===== src/mtp_regs.svh =====
// register offsets, field positions, reset values and timing counts of the timer set
`ifndef MTP_REGS_SVH
`define MTP_REGS_SVH
`define MTP_ADDR_TCTL   8'h88
`define MTP_ADDR_TMODE  8'h89
`define MTP_ADDR_TL0    8'h8A
`define MTP_ADDR_TL1    8'h8B
`define MTP_ADDR_TH0    8'h8C
`define MTP_ADDR_TH1    8'h8D
`define MTP_ADDR_XFLAG  8'h91
`define MTP_ADDR_PBCTL  8'hA9
`define MTP_ADDR_TH2    8'hAA
`define MTP_ADDR_TH3    8'hAB
`define MTP_ADDR_TL2    8'hAC
`define MTP_ADDR_TL3    8'hAD
`define MTP_RST_BYTE    8'h00
// timer_control fields
`define MTP_B_OVF1      7
`define MTP_B_RUN1      6
`define MTP_B_OVF0      5
`define MTP_B_RUN0      4
`define MTP_B_XF1       3
`define MTP_B_XT1       2
`define MTP_B_XF0       1
`define MTP_B_XT0       0
// timer_mode_control fields
`define MTP_B_PIN_GATING_ONE     7
`define MTP_B_CSEL1     6
`define MTP_F_MODE1     5:4
`define MTP_B_PIN_GATING_ZERO     3
`define MTP_B_CSEL0     2
`define MTP_F_MODE0     1:0
// pair b control and extended flag fields
`define MTP_B_RUN3      3
`define MTP_B_PULSE_OUT_THREE      2
`define MTP_B_RUN2      1
`define MTP_B_PULSE_OUT_TWO      0
`define MTP_B_TO3       7
`define MTP_B_TO2       5
// timing
`define MTP_CLK_HZ      40000000
`define MTP_DIV_TICK    12
`define MTP_PRE_T2      8
`define MTP_PRE_T3      3
`define MTP_PWM_STEPS   256
`define MTP_FIX0_HZ     15625
`define MTP_FIX1_HZ     7812
`define MTP_FIX0_DIV    (`MTP_CLK_HZ / (`MTP_PWM_STEPS * `MTP_FIX0_HZ))
`define MTP_FIX1_DIV    (`MTP_CLK_HZ / (`MTP_PWM_STEPS * `MTP_FIX1_HZ))
`endif


===== src/mtp_pkg.sv =====
// types shared by the timer set
package mtp_pkg;
  typedef enum logic [1:0] {
    MTP_M12,
    MTP_M16,
    MTP_M8R,
    MTP_SPLIT
  } mtp_mode_e;
  typedef logic [7:0] mtp_byte_t;
endpackage


===== src/mtp_timers.sv =====
// timer zero/one, timer two/three with pwm, and their special-function registers
`timescale 1ns/1ps
`include "mtp_regs.svh"
module mtp_timers #(
  parameter int DIV_TICK = `MTP_DIV_TICK,
  parameter int PRE_T2   = `MTP_PRE_T2,
  parameter int PRE_T3   = `MTP_PRE_T3
) (
  // clock and reset
  input  wire logic              i_ref_clk,
  input  wire logic              i_rstn,
  // special-function register port
  input  wire logic [7:0]        i_sfr_addr,
  input  wire logic              i_sfr_wr_en,
  input  wire mtp_pkg::mtp_byte_t i_sfr_wdata,
  output logic      [7:0]        o_sfr_rdata,
  // service routine entry acknowledges
  input  wire logic              i_ack_ovf_zero,
  input  wire logic              i_ack_ovf_one,
  input  wire logic              i_ack_ext_zero,
  input  wire logic              i_ack_ext_one,
  input  wire logic              i_ack_to_two,
  input  wire logic              i_ack_to_three,
  // external pins
  input  wire logic              i_count_input_zero,
  input  wire logic              i_count_input_one,
  input  wire logic              i_ext_irq_pin_zero,
  input  wire logic              i_ext_irq_pin_one,
  // interrupt requests
  output logic                   o_overflow_flag_zero,
  output logic                   o_overflow_flag_one,
  output logic                   o_ext_irq_flag_zero,
  output logic                   o_ext_irq_flag_one,
  output logic                   o_timeout_pending_two,
  output logic                   o_timeout_pending_three,
  // pwm port pins
  output logic                   o_pulse_out_two,
  output logic                   o_pulse_out_three
);
  import mtp_pkg::*;

  localparam int FIX0_DIV = `MTP_FIX0_DIV;
  localparam int FIX1_DIV = `MTP_FIX1_DIV;

  // refuse settings the counters cannot hold
  // checked at elaboration, so a bad setting never reaches a run
  if (DIV_TICK < 2 || DIV_TICK > 15 || PRE_T2 < 1 || PRE_T2 > 255 || PRE_T3 < 1 || PRE_T3 > 255) begin
    $error("mtp_timers: prescale parameter out of range");
  end

  // state
  logic [3:0]  div_q, div_d;               // twelve-clock divider
  logic        tick_q, tick_d;             // one-cycle pulse per division
  logic [1:0]  smp_q, smp_d;               // latest count pin samples
  logic [1:0]  smp_old_q, smp_old_d;       // previous count pin samples
  logic [1:0]  pin_old_q, pin_old_d;       // ext pins last clock, for edges
  mtp_byte_t   tctl_q, tctl_d;             // timer_control
  mtp_byte_t   tmode_q, tmode_d;           // timer_mode_control
  mtp_byte_t   tl0_q, tl0_d, th0_q, th0_d;
  mtp_byte_t   tl1_q, tl1_d, th1_q, th1_d;
  mtp_byte_t   pbctl_q, pbctl_d;           // timer_pair_b_control
  mtp_byte_t   th_q [2], th_d [2];         // index 0 timer two, 1 timer three
  mtp_byte_t   tl_q [2], tl_d [2];
  logic [8:0]  pre_q [2], pre_d [2];       // prescale / pwm step divider
  logic [15:0] cnt_q [2], cnt_d [2];       // hidden up counter, low byte is pwm phase
  logic [1:0]  to_q, to_d;                 // timeout pending flags
  logic [1:0]  pwm_q, pwm_d;               // pwm pins
  mtp_byte_t   rdata_q, rdata_d;

  // one step of a classic timer: {overflow, high, low}
  function automatic logic [16:0] mtp_step(input mtp_mode_e m, input mtp_byte_t th, input mtp_byte_t tl);
    logic [11:0] c12;
    logic [16:0] r;
    c12 = {th[6:0], tl[4:0]} + 12'h001;
    r   = {1'b0, th, tl};
    case (m)
      MTP_M12: begin
        // upper bits of both bytes left alone
        r = {({th[6:0], tl[4:0]} == 12'hFFF), th[7], c12[11:5], tl[7:5], c12[4:0]};
      end
      MTP_M16: begin
        r = {1'b0, th, tl} + 17'h00001;
      end
      MTP_M8R: begin
        r = (tl == 8'hFF) ? {1'b1, th, th} : {1'b0, th, tl + 8'h01};
      end
      MTP_SPLIT: begin
        r = {(tl == 8'hFF), th, tl + 8'h01};
      end
      default: begin
        r = {1'b0, th, tl};
      end
    endcase
    return r;
  endfunction

  // one clock of timer two/three: {event, pwm level, pre, cnt}
  function automatic logic [26:0] mtp_pair(input logic run, input logic pwm, input logic [8:0] pmax_t,
                                           input logic [8:0] pre, input logic [15:0] cnt,
                                           input mtp_byte_t th, input mtp_byte_t tl);
    logic [8:0]  pmax;
    logic [7:0]  ph;
    logic        evt;
    logic [8:0]  p;
    logic [15:0] c;
    pmax = pmax_t;
    ph   = cnt[7:0];
    evt  = 1'b0;
    p    = pre;
    c    = cnt;
    if (!run) begin
      p = 9'h000;
      c = 16'h0000;
    end else if (pwm) begin
      // step length th+1 clocks, except the two fixed-rate codes
      if (th == 8'h00) begin
        pmax = 9'(FIX0_DIV - 1);
      end else if (th == 8'h01) begin
        pmax = 9'(FIX1_DIV - 1);
      end else begin
        pmax = {1'b0, th};
      end
      if (pre >= pmax) begin
        p  = 9'h000;
        ph = cnt[7:0] + 8'h01;
        c  = {8'h00, ph};
      end else begin
        p = pre + 9'h001;
      end
    end else begin
      if (pre >= pmax) begin
        p = 9'h000;
        if (cnt >= {th, tl}) begin
          c   = 16'h0000;
          evt = 1'b1;
        end else begin
          c = cnt + 16'h0001;
        end
      end else begin
        p = pre + 9'h001;
      end
    end
    // high while phase below the duty byte
    return {evt, run & pwm & (ph < tl), p, c};
  endfunction

  // next-state logic for the whole block
  always_comb begin
    logic        en0, en1, en0h, fall0, fall1;
    logic [16:0] s0, s0h, s1;
    logic [26:0] pr;
    mtp_mode_e   m0, m1;
    en0 = 1'b0; en1 = 1'b0; en0h = 1'b0; fall0 = 1'b0; fall1 = 1'b0;
    s0 = 17'h00000; s0h = 17'h00000; s1 = 17'h00000; pr = 27'h0000000;
    m0 = mtp_mode_e'(tmode_q[`MTP_F_MODE0]);
    m1 = mtp_mode_e'(tmode_q[`MTP_F_MODE1]);
    div_d = div_q; tick_d = 1'b0; smp_d = smp_q; smp_old_d = smp_old_q;
    pin_old_d = {i_ext_irq_pin_one, i_ext_irq_pin_zero};
    tctl_d = tctl_q; tmode_d = tmode_q; pbctl_d = pbctl_q;
    tl0_d = tl0_q; th0_d = th0_q; tl1_d = tl1_q; th1_d = th1_q;
    to_d = to_q; pwm_d = pwm_q;
    for (int i = 0; i < 2; i++) begin
      th_d[i] = th_q[i]; tl_d[i] = tl_q[i]; pre_d[i] = pre_q[i]; cnt_d[i] = cnt_q[i];
    end

    // divide the clock by twelve into a tick pulse
    if (div_q == 4'(DIV_TICK - 1)) begin
      div_d  = 4'h0;
      tick_d = 1'b1;
    end else begin
      div_d = div_q + 4'h1;
    end

    // count pins sampled on each tick, falls seen across two samples
    if (tick_q) begin
      smp_old_d = smp_q;
      smp_d     = {i_count_input_one, i_count_input_zero};
      fall0     = smp_old_q[0] & ~smp_q[0];
      fall1     = smp_old_q[1] & ~smp_q[1];
    end

    // enables: run, gate by pin, tick or pin event
    en0 = tctl_q[`MTP_B_RUN0] & (~tmode_q[`MTP_B_PIN_GATING_ZERO] | i_ext_irq_pin_zero)
          & (tmode_q[`MTP_B_CSEL0] ? fall0 : tick_q);
    en1 = tctl_q[`MTP_B_RUN1] & (~tmode_q[`MTP_B_PIN_GATING_ONE] | i_ext_irq_pin_one)
          & (tmode_q[`MTP_B_CSEL1] ? fall1 : tick_q);
    en0h = (m0 == MTP_SPLIT) & tctl_q[`MTP_B_RUN1] & tick_q;

    // timer zero, both halves in split mode
    s0 = mtp_step(m0, th0_q, tl0_q);
    if (en0) begin
      tl0_d = s0[7:0];
      if (m0 != MTP_SPLIT) begin
        th0_d = s0[15:8];
      end
      if (s0[16]) begin
        tctl_d[`MTP_B_OVF0] = 1'b1;
      end
    end
    s0h = mtp_step(MTP_SPLIT, 8'h00, th0_q);
    if (en0h) begin
      th0_d = s0h[7:0];
      if (s0h[16]) begin
        tctl_d[`MTP_B_OVF1] = 1'b1;
      end
    end

    // timer one stands still while timer zero is split
    s1 = mtp_step(m1, th1_q, tl1_q);
    if (en1 && m0 != MTP_SPLIT && m1 != MTP_SPLIT) begin
      tl1_d = s1[7:0];
      th1_d = s1[15:8];
      if (s1[16]) begin
        tctl_d[`MTP_B_OVF1] = 1'b1;
      end
    end

    // external interrupt flags: edge latches, level follows the inverted pin
    if (tctl_q[`MTP_B_XT0]) begin
      if (pin_old_q[0] & ~i_ext_irq_pin_zero) tctl_d[`MTP_B_XF0] = 1'b1;
    end else begin
      tctl_d[`MTP_B_XF0] = ~i_ext_irq_pin_zero;
    end
    if (tctl_q[`MTP_B_XT1]) begin
      if (pin_old_q[1] & ~i_ext_irq_pin_one) tctl_d[`MTP_B_XF1] = 1'b1;
    end else begin
      tctl_d[`MTP_B_XF1] = ~i_ext_irq_pin_one;
    end

    // timer two and three, timer or pwm
    for (int i = 0; i < 2; i++) begin
      pr = mtp_pair((i == 0) ? pbctl_q[`MTP_B_RUN2] : pbctl_q[`MTP_B_RUN3],
                    (i == 0) ? pbctl_q[`MTP_B_PULSE_OUT_TWO] : pbctl_q[`MTP_B_PULSE_OUT_THREE],
                    (i == 0) ? 9'(PRE_T2 - 1) : 9'(PRE_T3 - 1),
                    pre_q[i], cnt_q[i], th_q[i], tl_q[i]);
      pre_d[i] = pr[24:16];
      cnt_d[i] = pr[15:0];
      pwm_d[i] = pr[25];
      if (pr[26]) begin
        to_d[i] = 1'b1;
      end
    end

    // software writes replace the byte; flags set by hardware still win
    if (i_sfr_wr_en) begin
      case (i_sfr_addr)
        `MTP_ADDR_TCTL:  tctl_d  = i_sfr_wdata | (tctl_d & tctl_q & 8'h00) | (tctl_d & ~tctl_q & 8'hAA);
        `MTP_ADDR_TMODE: tmode_d = i_sfr_wdata;
        `MTP_ADDR_TL0:   tl0_d   = i_sfr_wdata;
        `MTP_ADDR_TH0:   th0_d   = i_sfr_wdata;
        `MTP_ADDR_TL1:   tl1_d   = i_sfr_wdata;
        `MTP_ADDR_TH1:   th1_d   = i_sfr_wdata;
        `MTP_ADDR_PBCTL: pbctl_d = i_sfr_wdata;
        `MTP_ADDR_TH2:   th_d[0] = i_sfr_wdata;
        `MTP_ADDR_TH3:   th_d[1] = i_sfr_wdata;
        `MTP_ADDR_TL2:   tl_d[0] = i_sfr_wdata;
        `MTP_ADDR_TL3:   tl_d[1] = i_sfr_wdata;
        `MTP_ADDR_XFLAG: to_d    = {i_sfr_wdata[`MTP_B_TO3], i_sfr_wdata[`MTP_B_TO2]} | (to_d & ~to_q);
        default: begin
        end
      endcase
    end

    // service routine entry clears a flag unless set again this cycle, an overflow flag unless it rises this cycle; external flags only under edge trigger
    if (i_ack_ovf_zero && !(tctl_d[`MTP_B_OVF0] && !tctl_q[`MTP_B_OVF0])) tctl_d[`MTP_B_OVF0] = 1'b0;
    if (i_ack_ovf_one && !(tctl_d[`MTP_B_OVF1] && !tctl_q[`MTP_B_OVF1])) tctl_d[`MTP_B_OVF1] = 1'b0;
    if (i_ack_ext_zero && tctl_q[`MTP_B_XT0] && !(pin_old_q[0] & ~i_ext_irq_pin_zero)) begin
      tctl_d[`MTP_B_XF0] = 1'b0;
    end
    if (i_ack_ext_one && tctl_q[`MTP_B_XT1] && !(pin_old_q[1] & ~i_ext_irq_pin_one)) begin
      tctl_d[`MTP_B_XF1] = 1'b0;
    end
    if (i_ack_to_two && !pr_evt(0)) to_d[0] = 1'b0;
    if (i_ack_to_three && !pr_evt(1)) to_d[1] = 1'b0;

    // read data registered, unmapped reads zero
    case (i_sfr_addr)
      `MTP_ADDR_TCTL:  rdata_d = tctl_q;
      `MTP_ADDR_TMODE: rdata_d = tmode_q;
      `MTP_ADDR_TL0:   rdata_d = tl0_q;
      `MTP_ADDR_TH0:   rdata_d = th0_q;
      `MTP_ADDR_TL1:   rdata_d = tl1_q;
      `MTP_ADDR_TH1:   rdata_d = th1_q;
      `MTP_ADDR_PBCTL: rdata_d = pbctl_q;
      `MTP_ADDR_TH2:   rdata_d = th_q[0];
      `MTP_ADDR_TH3:   rdata_d = th_q[1];
      `MTP_ADDR_TL2:   rdata_d = tl_q[0];
      `MTP_ADDR_TL3:   rdata_d = tl_q[1];
      `MTP_ADDR_XFLAG: rdata_d = {to_q[1], 1'b0, to_q[0], 5'h00};
      default:         rdata_d = 8'h00;
    endcase
  end

  // a timeout happening now; used so an ack cannot swallow it
  function automatic logic pr_evt(input int i);
    logic [26:0] r;
    r = mtp_pair((i == 0) ? pbctl_q[`MTP_B_RUN2] : pbctl_q[`MTP_B_RUN3],
                 (i == 0) ? pbctl_q[`MTP_B_PULSE_OUT_TWO] : pbctl_q[`MTP_B_PULSE_OUT_THREE],
                 (i == 0) ? 9'(PRE_T2 - 1) : 9'(PRE_T3 - 1),
                 pre_q[i], cnt_q[i], th_q[i], tl_q[i]);
    return r[26];
  endfunction

  // registers only
  always_ff @(posedge i_ref_clk) begin
    if (!i_rstn) begin
      div_q <= 4'h0; tick_q <= 1'b0; smp_q <= 2'b00; smp_old_q <= 2'b00; pin_old_q <= 2'b11;
      tctl_q <= `MTP_RST_BYTE; tmode_q <= `MTP_RST_BYTE; pbctl_q <= `MTP_RST_BYTE;
      tl0_q <= `MTP_RST_BYTE; th0_q <= `MTP_RST_BYTE; tl1_q <= `MTP_RST_BYTE; th1_q <= `MTP_RST_BYTE;
      to_q <= 2'b00; pwm_q <= 2'b00; rdata_q <= 8'h00;
      for (int i = 0; i < 2; i++) begin
        th_q[i] <= `MTP_RST_BYTE; tl_q[i] <= `MTP_RST_BYTE; pre_q[i] <= 9'h000; cnt_q[i] <= 16'h0000;
      end
    end else begin
      div_q <= div_d; tick_q <= tick_d; smp_q <= smp_d; smp_old_q <= smp_old_d; pin_old_q <= pin_old_d;
      tctl_q <= tctl_d; tmode_q <= tmode_d; pbctl_q <= pbctl_d;
      tl0_q <= tl0_d; th0_q <= th0_d; tl1_q <= tl1_d; th1_q <= th1_d;
      to_q <= to_d; pwm_q <= pwm_d; rdata_q <= rdata_d;
      for (int i = 0; i < 2; i++) begin
        th_q[i] <= th_d[i]; tl_q[i] <= tl_d[i]; pre_q[i] <= pre_d[i]; cnt_q[i] <= cnt_d[i];
      end
    end
  end

  // outputs straight from flops
  assign o_sfr_rdata             = rdata_q;
  assign o_overflow_flag_zero    = tctl_q[`MTP_B_OVF0];
  assign o_overflow_flag_one     = tctl_q[`MTP_B_OVF1];
  assign o_ext_irq_flag_zero     = tctl_q[`MTP_B_XF0];
  assign o_ext_irq_flag_one      = tctl_q[`MTP_B_XF1];
  assign o_timeout_pending_two   = to_q[0];
  assign o_timeout_pending_three = to_q[1];
  assign o_pulse_out_two         = pwm_q[0];
  assign o_pulse_out_three       = pwm_q[1];
endmodule


===== config.mk =====
export PLATFORM = sky130hd
export DESIGN_NAME = mtp_timers
export DESIGN_NICKNAME = d
export VERILOG_FILES = /design/src/mtp_pkg.sv /design/src/mtp_timers.sv
export VERILOG_INCLUDE_DIRS = /design/src /design/src/src
export SDC_FILE = /design/constraint.sdc
export NUM_CORES = 1
export LEC_CHECK = 0
export CORE_MARGIN = 5
export CORE_UTILIZATION = 55
export DETAILED_ROUTE_END_ITERATION = 8
export DONT_BUFFER_PORTS = 1
export HOLD_SLACK_MARGIN = 0.03
export MAX_ROUTING_LAYER = met4
export PLACE_DENSITY = 0.7
export SLEW_MARGIN = 20
export SYNTH_ARGS = -nofsm -noshare
export SYNTH_HDL_FRONTEND = slang
export SYNTH_SLANG_ARGS = --single-unit

===== constraint.sdc =====
create_clock -name i_ref_clk -period 3.9 [get_ports i_ref_clk]
set_input_delay 0.195 -clock i_ref_clk [delete_from_list [all_inputs] [get_ports i_ref_clk]]
set_output_delay 0.195 -clock i_ref_clk [all_outputs]
set_load 0.02 [all_outputs]

; Yosys cells after proc, flatten, opt, wreduce, memory -nomap -nowiden
; Memory sizes are Yosys's and may differ from the RTL's.
; Cells that the tools add are included.
[totals]
input_bits = 29
elab_cells = 241
ramBits = 82
reg_bits = 79
memories = 4
out_inout_bits = 16
[classes]
addsub = 14
n_reduce_logical = 34
eq_ne = 28
magnitude_cmp = 8
n_bitwise = 37
muxes = 96
[memory_table]
columns = name, words, width, rd, rd_ports_with_merged_regs, wr, line
row1 = cnt_q, 2, 16, 2, 0, 2, mtp_timers.sv:65  ; logic [15:0] cnt_q [2], cnt_d [2];
row2 = pre_q, 2, 9, 2, 0, 2, mtp_timers.sv:64  ; logic [8:0] pre_q [2], pre_d [2];
row3 = th_q, 2, 8, 2, 0, 2, mtp_timers.sv:62  ; mtp_byte_t th_q [2], th_d [2];
row4 = tl_q, 2, 8, 2, 0, 2, mtp_timers.sv:63  ; mtp_byte_t tl_q [2], tl_d [2];
[ops]
columns = cell, count
row1 = 2-to-1 mux 8 bit, 34
row2 = 2-to-1 mux 16 bit, 14
row3 = case mux 17 bit (4 select lines), 2
row4 = 2-to-1 mux 9 bit, 14
row5 = equality test 8 bit (second input constant), 15
row6 = case mux 8 bit (12 select lines), 1
row7 = adder 8 x 1 -> 8 bit (second input constant), 5
row8 = adder 16 x 1 -> 17 bit (second input constant), 2
row9 = 2-to-1 mux 17 bit, 2
row10 = adder 16 x 1 -> 16 bit (second input constant), 2
row11 = >= comparator 16 bit, 2
row12 = 2-to-1 mux 1 bit, 27
row13 = adder 12 x 1 -> 12 bit (second input constant), 2
row14 = equality test 12 bit (second input constant), 2
row15 = adder 9 x 1 -> 9 bit (second input constant), 2
row16 = >= comparator 9 bit, 2
row17 = equality test 8 x 1 -> 1 bit (second input constant), 2
row18 = zero test 8 bit, 2
row19 = < comparator 8 bit, 2
row20 = AND 1 bit, 14
row21 = OR reduction 2 bit, 7
row22 = logical AND 1 bit, 12
row23 = OR 1 bit, 10
row24 = >= comparator 9 x 2 -> 1 bit (second input constant), 1
row25 = other kinds (17), 39

; Longest topological paths before layout
; Gate-level depths: netlist of run 1.
[depth]
ltp_word = 16
mapped_depth = 18
depth_no_buf = 18

; Least setup slack after synthesis of run 1
; OpenSTA, ideal clock, no wires.
[synth_path]
path_kind = reg-to-reg
startpoint = memory th_q[0][6] (netlist bit)
endpoint = register pwm_q[0]
path_stages_with_launch = 19
period_less_slack_ns = 3.423
n_path_buf = 1
arrival_ns = 3.353
path_slack_ns = 0.477
setup_time_ns = 0.070
required_ns = 3.830
cell_sequence = dfxtp_1 inv_1 nand4_1 nor4_1 a21oi_1 ha_1 nand2_1 or2_2 o211ai_2 and2_0 clkbuf_1 nand4_1 xnor2_1 ha_1 a21oi_1 o21ai_0 nor4b_1 o21ai_0 a21oi_1
[synth_lines]
columns = item, line
row1 = from (decl), mtp_timers.sv:62
row2 = to (signal assigned), mtp_timers.sv:318  ; to_q <= to_d; pwm_q <= pwm_d; rdata_q <= rdata_d;
row3 = to (decl), mtp_timers.sv:67  ; logic [1:0] pwm_q, pwm_d;

==> impl_metrics.csv, run 1 <==
group,metric,value,unit
grt,grt_pass1_vias,9055,
synthesis,synth_top_cell_by_area,"dfxtp_1",
synthesis,synth_top_family_by_area,"simple AND/OR/NAND/NOR gates",
drt,drt-total-wl,30500,um
timing,final_max_slew_viol_count,0,
power_and_ir_drop,power.share.clock,0.488,
power_and_ir_drop,irDropWorstVdd,0.000297,V
worst_setup_path,worstSetupPathType,"reg -> reg",
synthesis,synthCells,1304,
clock_tree,cts_setup_buffers,0,
flow_run,maxCapViolations,0,
floorplan,dieArea,21200,um2
timing,hold_viol_final,0,
clock_tree,clk_pin_slew,0.07,ns
placed_design,io_buffers,0,
drt,wl_per_cell,19.9,um
timing,worst_pin_slew,1.13,ns
power_and_ir_drop,seq_power_share,0.478,
timing,fin_setup_tns,0,ns
placed_design,place.gp.congestion,0.947,
power_and_ir_drop,power_leakage,3.66,nW
grt,antenna_found_initial,1,
layout,area_growth,9.48,%
synthesis,synth.avg_cell_area,7.75,um2
timing,fmax,289,MHz
synthesis,synth-xor-area-share,0.0555,
timing,finalSetupViolations,0,
synthesis,synth_mux_area_frac,0.0134,
worst_setup_path,r2r_setup_slack,0.44,ns
worst_setup_path,worstReg2RegEnd,"pwm_q[0]$_SDFF_PN0_",
synthesis,ys_types,75,
grt,grt_pass1_wl,49600,um
synthesis,ys_top_cells_by_area,"dfxtp_1 32%, ha_1 8.8%, a21oi_1 6.3%, nand2_1 5.7%, nand3_1 4.9%",
timing,timing.final.ws_setup,0.437,ns
power_and_ir_drop,pwr-share-comb,0.034,
floorplan,die_w,146,um
clock_tree,cts_sinks,161,
outcome,status,"complete, no violations",
synthesis,ys.warnings.count,0,
power_and_ir_drop,p_switching,0.000829,W
synthesis,synth-async-reset-ratio,0,
drt,vias_per_cell,6.31,
worst_setup_path,crit_path_max_fanout,7,
power_and_ir_drop,internal-power,0.00264,W
worst_setup_path,crit_start,"th_q[0][3]$_SDFFE_PN0P_",
synthesis,synth_fp_nets,1404,
floorplan,floorplan.initialDensity,0.560,
synthesis,synth-edff-count,0,
worst_setup_path,worstPathRequired,4.26,ns
layout,fillCellCount,1670,
clock_tree,worstSkewPairLatency,0.44,ns
drt,firstDrtPassIters,5,
grt,grt_max_degree,61,
timing,period_needed,3.46,ns
worst_hold_path,hold_path_class,"in -> reg",
floorplan,num_io_pins,45,
grt,met3_usage,0.0648,
synthesis,synth_ff_type,"dfxtp_1",
timing,finClkSkew,0.0160,ns
timing,grt_setup_unrepaired,"false",
synthesis,synth_compound_gate_area_share,0.216,
worst_setup_path,worstSetupEndpoint,"pwm_q[0]$_SDFF_PN0_",
synthesis,synthAdderAreaFrac,0.0880,
grt,grt.met2_usage,0.453,
drt,num_vias,9669,
worst_setup_path,reg2reg_depth,17,
synthesis,yosys.area_share.simple,0.253,
layout,num-nets-final,1390,
synthesis,yosysSeqAreaShare,0.319,
synthesis,synth_area,10100,um2
power_and_ir_drop,p_sw_frac,0.239,
timing,slew_headroom,0.246,
grt,met1_usage,0.373,
floorplan,core-area,18000,um2
worst_setup_path,r2r-start,"th_q[0][3]$_SDFFE_PN0P_",
drt,drtAntennaViolNets,0,
clock_tree,root_buffer,"clkbuf_16",
grt,grt_use_total,0.293,
synthesis,synth_top_cell_area_share,0.319,
worst_setup_path,start_kind,"flop",
grt,grt_overflow_total,0,
drt,drcViolationCount,0,
clock_tree,clk_path_buf_depth,2,
layout,fin_util,0.613,
placed_design,place_ws,0.210,ns
clock_tree,cts_tree,"yes",
floorplan,rows,49,
worst_setup_path,arrival,3.82,ns
clock_tree,cts_max_level,4,
synthesis,ys_ff_latch,161,
worst_setup_path,crit_path_end_kind,"flop",
layout,drive_gt1_frac,0.0645,
clock_tree,cts_buffers,17,
drt,drtIter0Drc,817,
power_and_ir_drop,power_density,314,nW/um2
placed_design,dp_hpwl,21600,um
timing,min_period_over_period,0.888,
floorplan,die_h,146,um
grt,top_usage_layer,"met2",
## logic make-up (layout without fill, tap and decap cells)
kind of cell | after synthesis | in the layout
flops | 161 | 161
other cells | 0 | 1
compound gates | 336 | 336
fa+ha+maj | 71 | 71
mux | 13 | 13
simple gates | 519 | 519
buf+inv | 140 | 139
xor+xnor | 64 | 64
## critical path: stages (launching register included)
cell,delay [ns]
dfxtp_1,0.35
inv_1,0.10
nand4_1,0.10
nor4_2,0.28
a21oi_1,0.13
ha_1,0.30
nand2_1,0.04
or2_2,0.31
o211ai_2,0.18
and2_1,0.27
nand4_1,0.14
xnor2_1,0.16
ha_1,0.32
a21oi_1,0.14
o21ai_0,0.10
nor4b_1,0.23
o21ai_0,0.12
a21oi_1,0.14
## what timing repair did
item	CTS	global route
endpoints found under the hold margin	96	0
hold buffers	24	0
setup endpoints to repair	0	2
resized for setup	0	4
## area by class of cell
class	count	area [um2]	area share
inverter	69	259	0.0234
timing repair buffer	38	340	0.0308
tap	229	287	0.0259
antenna	1	2.50	0.000226
clock buffer	19	433	0.0392
sequential	161	3220	0.292
clock inverter	13	151	0.0137
multi-input combinational	1003	6360	0.575
## sequential cells by signal, summed over array words and instances (netlist names), 16 cells and up
register	flops
th_q	16
cnt_q	32
pre_q	18
tl_q	16
## power by group through the flow
stage	sequential [W]	clock, W	combinational, W
5_1_grt	0.00166	0.00180	0.000124
3_3_place_gp	0.00169	0	0.0000681
2_1_floorplan	0.00169	0	0.0000682
3_5_place_dp	0.00170	0	0.0000690
6_report	0.00166	0.00169	0.000118
4_1_cts	0.00166	0.00172	0.000115
## layout by cell type, fill, tap and decap left out, drive strengths merged, types with 19 or more instances in the layout
cell	instances
nor3	31
a22oi	35
xnor2	43
clkbuf	19
nand2	155
nor2	95
inv	74
dlygate4sd3	23
xor2	21
a21oi	128
o21ai	52
nand4	34
ha	71
a31oi	21
nand3	98
dfxtp	161
## Yosys cell counts (all sizes together) (6+ instances only)
master / instances
a22oi: 35
inv: 69
a21oi: 128
nor2: 95
o211ai: 16
clkbuf: 56
buf: 15
nor4: 16
nor2b: 9
nand2: 155
a211oi: 13
nor3: 31
and3: 14
o21ai: 52
or3: 6
nand2b: 16
nor3b: 7
a211o: 6
nand3: 98
or2: 9
xnor2: 43
and2: 13
xor2: 21
o22ai: 6
a31oi: 21
mux2i: 9
dfxtp: 161
ha: 71
a2111oi: 8
nand4: 34
a21o: 11
o2111ai: 6
## worst min path at each step
| stage | startpoint | endpoint | slack [ns] | cells past startpoint |
|---|---|---|---|---|
| 3_5_place_dp | i_rstn | pin_old_q[1]$_SDFF_PN1_ | 0.29 | 1 |
| 6_report | i_rstn | to_q[1]$_SDFF_PP0_ | 0.05 | 3 |
| 5_1_grt | i_rstn | to_q[1]$_SDFF_PP0_ | 0.03 | 3 |
| 4_1_cts | i_rstn | to_q[1]$_SDFF_PP0_ | 0.03 | 3 |
| 2_1_floorplan | i_ack_ovf_one | tctl_q[7]$_SDFF_PP0_ | 0.29 | 1 |
| 3_3_place_gp | i_ack_ovf_one | tctl_q[7]$_SDFF_PP0_ | 0.30 | 1 |
## per-layer routing
metal / share of wire / routed length (um) / vias to the layer above
met1: 0.43 / 13100 / 4525
met5: 0 / 0 / -
met2: 0.46 / 14200 / 360
met4: 0.042 / 1280 / 0
met3: 0.064 / 1950 / 101
li1: - / - / 4683
## stage by stage
step / std cells / area (um2) / hold slack [ns] / power [W]
floorplan: 1304 / 10100 / 0.295 / 0.00176
global placement: 1476 / 10200 / 0.296 / 0.00176
detailed placement: 1476 / 10200 / 0.289 / 0.00176
CTS: 1532 / 11000 / 0.0305 / 0.00349
global route: 1533 / 11100 / 0.0308 / 0.00358
finish: 1533 / 11100 / 0.0486 / 0.00347
No activity file was read; power rests on OpenSTA's default activity.
==> inputs of run 2 (changes only) <==
--- a/config.mk
+++ b/config.mk
@@ -12,7 +12,7 @@
 export DONT_BUFFER_PORTS = 1
 export HOLD_SLACK_MARGIN = 0.03
 export MAX_ROUTING_LAYER = met4
-export PLACE_DENSITY = 0.7
+export PLACE_DENSITY = 0.66
 export SLEW_MARGIN = 20
 export SYNTH_ARGS = -nofsm -noshare
 export SYNTH_HDL_FRONTEND = slang
==> run 2 against run 1 <==
Sequential power about the same. Cell count is essentially flat. Critical path depth stayed put. Critical path type unchanged.
==> impl_metrics.csv, run 2 (synthesized netlist as in run 1, its figures left out) <==
group,metric,value,unit
floorplan,core-area,18000,um2
layout,area_growth,9.55,%
timing,fmax,278,MHz
clock_tree,cts_tree,"yes",
timing,finalSetupViolations,0,
clock_tree,worstSkewPairLatency,0.43,ns
grt,grt_pass1_vias,9036,
grt,grt_max_degree,56,
drt,num_vias,9710,
clock_tree,root_buffer,"clkbuf_16",
grt,met1_usage,0.385,
power_and_ir_drop,power_leakage,3.66,nW
layout,largest-register,"cnt_q",
timing,hold_viol_final,0,
power_and_ir_drop,power_density,310,nW/um2
floorplan,floorplan.initialDensity,0.560,
drt,firstDrtPassIters,5,
placed_design,place_ws,0.138,ns
flow_run,maxCapViolations,0,
worst_setup_path,cpMaxStageDelayCell,"dfxtp_1",
floorplan,die_w,146,um
clock_tree,cts_max_level,4,
layout,reg_top3,"cnt_q x32, pre_q x18",
timing,timing.final.ws_setup,0.305,ns
clock_tree,clk_path_buf_depth,2,
timing,grt_setup_unrepaired,"false",
grt,met3_usage,0.0470,
floorplan,num_io_pins,45,
drt,drt-total-wl,30700,um
drt,drtAntennaViolNets,0,
power_and_ir_drop,irDropWorstVdd,0.000481,V
worst_setup_path,crit_chain,"inv_1 -> nand4_1 -> nor4_2 -> a21oi_1 -> ha_1 -> nand2_1 -> or2_2 -> o211ai_2 -> and2_1 -> nand4_1 -> xnor2_1 -> ha_1 -> a21oi_1 -> o21ai_0 -> nor4b_1 -> o21ai_0 -> a21oi_1",
layout,drive_gt1_frac,0.0652,
clock_tree,cts_setup_buffers,0,
drt,wl_per_cell,20.0,um
clock_tree,cts_buffers,17,
timing,min_period_over_period,0.922,
layout,mostFrequentLayoutCells,"161 x dfxtp_1, 153 x nand2_1, 128 x a21oi_1",
worst_hold_path,hold_path_class,"in -> reg",
placed_design,dp_hpwl,21600,um
worst_setup_path,cp_slowest_stage_delay,0.32,ns
placed_design,place.gp.congestion,0.953,
floorplan,rows,49,
timing,worst_pin_slew,1.03,ns
worst_setup_path,crit_path_end_kind,"flop",
grt,grt_overflow_total,0,
floorplan,dieArea,21200,um2
outcome,status,"complete, no violations",
floorplan,die_h,146,um
grt,grt_use_total,0.295,
worst_setup_path,worstPathRequired,4.26,ns
timing,finClkSkew,0.00933,ns
timing,fin_setup_tns,0,ns
worst_setup_path,cp_top_family,"simple AND/OR/NAND/NOR gates",
layout,fin_util,0.614,
timing,slew_headroom,0.310,
clock_tree,cts_sinks,161,
timing,period_needed,3.60,ns
layout,largest_reg_flops,32,
worst_setup_path,start_kind,"flop",
clock_tree,clk_pin_slew,0.07,ns
layout,mostFrequentLayoutCell,"dfxtp_1",
grt,grt.met2_usage,0.459,
grt,grt_pass1_wl,49800,um
worst_setup_path,cpMostUsedCell,"a21oi_1",
worst_setup_path,arrival,3.95,ns
worst_setup_path,crit_path_max_fanout,7,
drt,drcViolationCount,0,
grt,antenna_found_initial,1,
grt,top_usage_layer,"met2",
drt,vias_per_cell,6.33,
drt,drtIter0Drc,883,
layout,num-nets-final,1391,
placed_design,io_buffers,0,
worst_setup_path,critPathBufInv,1,
timing,final_max_slew_viol_count,0,
worst_setup_path,worstSetupPathType,"reg -> reg",
## run 2: cell type report
type                       count  area, um2
clock buffer                  19        443
timing repair buffer          39        363
tap                          229        287
antenna                        1       2.50
inverter                      69        259
clock inverter                13        131
sequential                   161       3220
multi-input combinational   1003       6360
fill                        1700       6960
## run 2: per-stage QoR
| step | hold slack (ns) | instance area, um2 | power (W) | std cells |
|---|---|---|---|---|
| global route | 0.0468 | 11100 | 0.00354 | 1534 |
| CTS | 0.0338 | 11000 | 0.00346 | 1532 |
| global placement | 0.295 | 10200 | 0.00176 | 1477 |
| floorplan | 0.295 | 10100 | 0.00176 | 1304 |
| detailed placement | 0.297 | 10200 | 0.00176 | 1477 |
| finish | 0.0569 | 11100 | 0.00344 | 1534 |
## run 2: final timing paths
path	slack (ns)	startpoint	cells after the start	end
min reg2reg	0.45	div_q[0]$_SDFF_PP0_	1	div_q[0]$_SDFF_PP0_
max	0.30	th_q[0][6]$_SDFFE_PN0P_	17	pwm_q[0]$_SDFF_PN0_
min	0.06	i_rstn	3	to_q[1]$_SDFF_PP0_
max reg2reg	0.30	th_q[0][6]$_SDFFE_PN0P_	17	pwm_q[0]$_SDFF_PN0_
## run 2: where the power goes
| part | switching (W) | total [W] | leakage (nW) | internal, W |
|---|---|---|---|---|
| clock | 0.000749 | 0.00166 | 0.270 | 0.000909 |
| combinational | 0.0000823 | 0.000120 | 2.09 | 0.0000375 |
| sequential | 0.00000812 | 0.00166 | 1.30 | 0.00165 |
## run 2: worst min-delay path, delay by kind of cell
kind / cells / cell delay [ns]
AND/OR/NAND/NOR: 2 / 0.17
AO/OA/AOI/OAI: 1 / 0.06
## run 2: routing by layer
metal  up-vias  share of wire  wire length [um]
li1       4690              -                 -
met1      4541           0.44             13400
met2       402           0.46             14100
met3        77          0.068              2100
met4         0          0.036              1110
met5         -              0                 0
## run 2: repair_timing
item | 4_1_cts | 5_1_grt
hold endpoints to repair | 96 | 2
hold buffers | 23 | 1
setup endpoints to repair | 0 | 2
resized for setup | 0 | 3
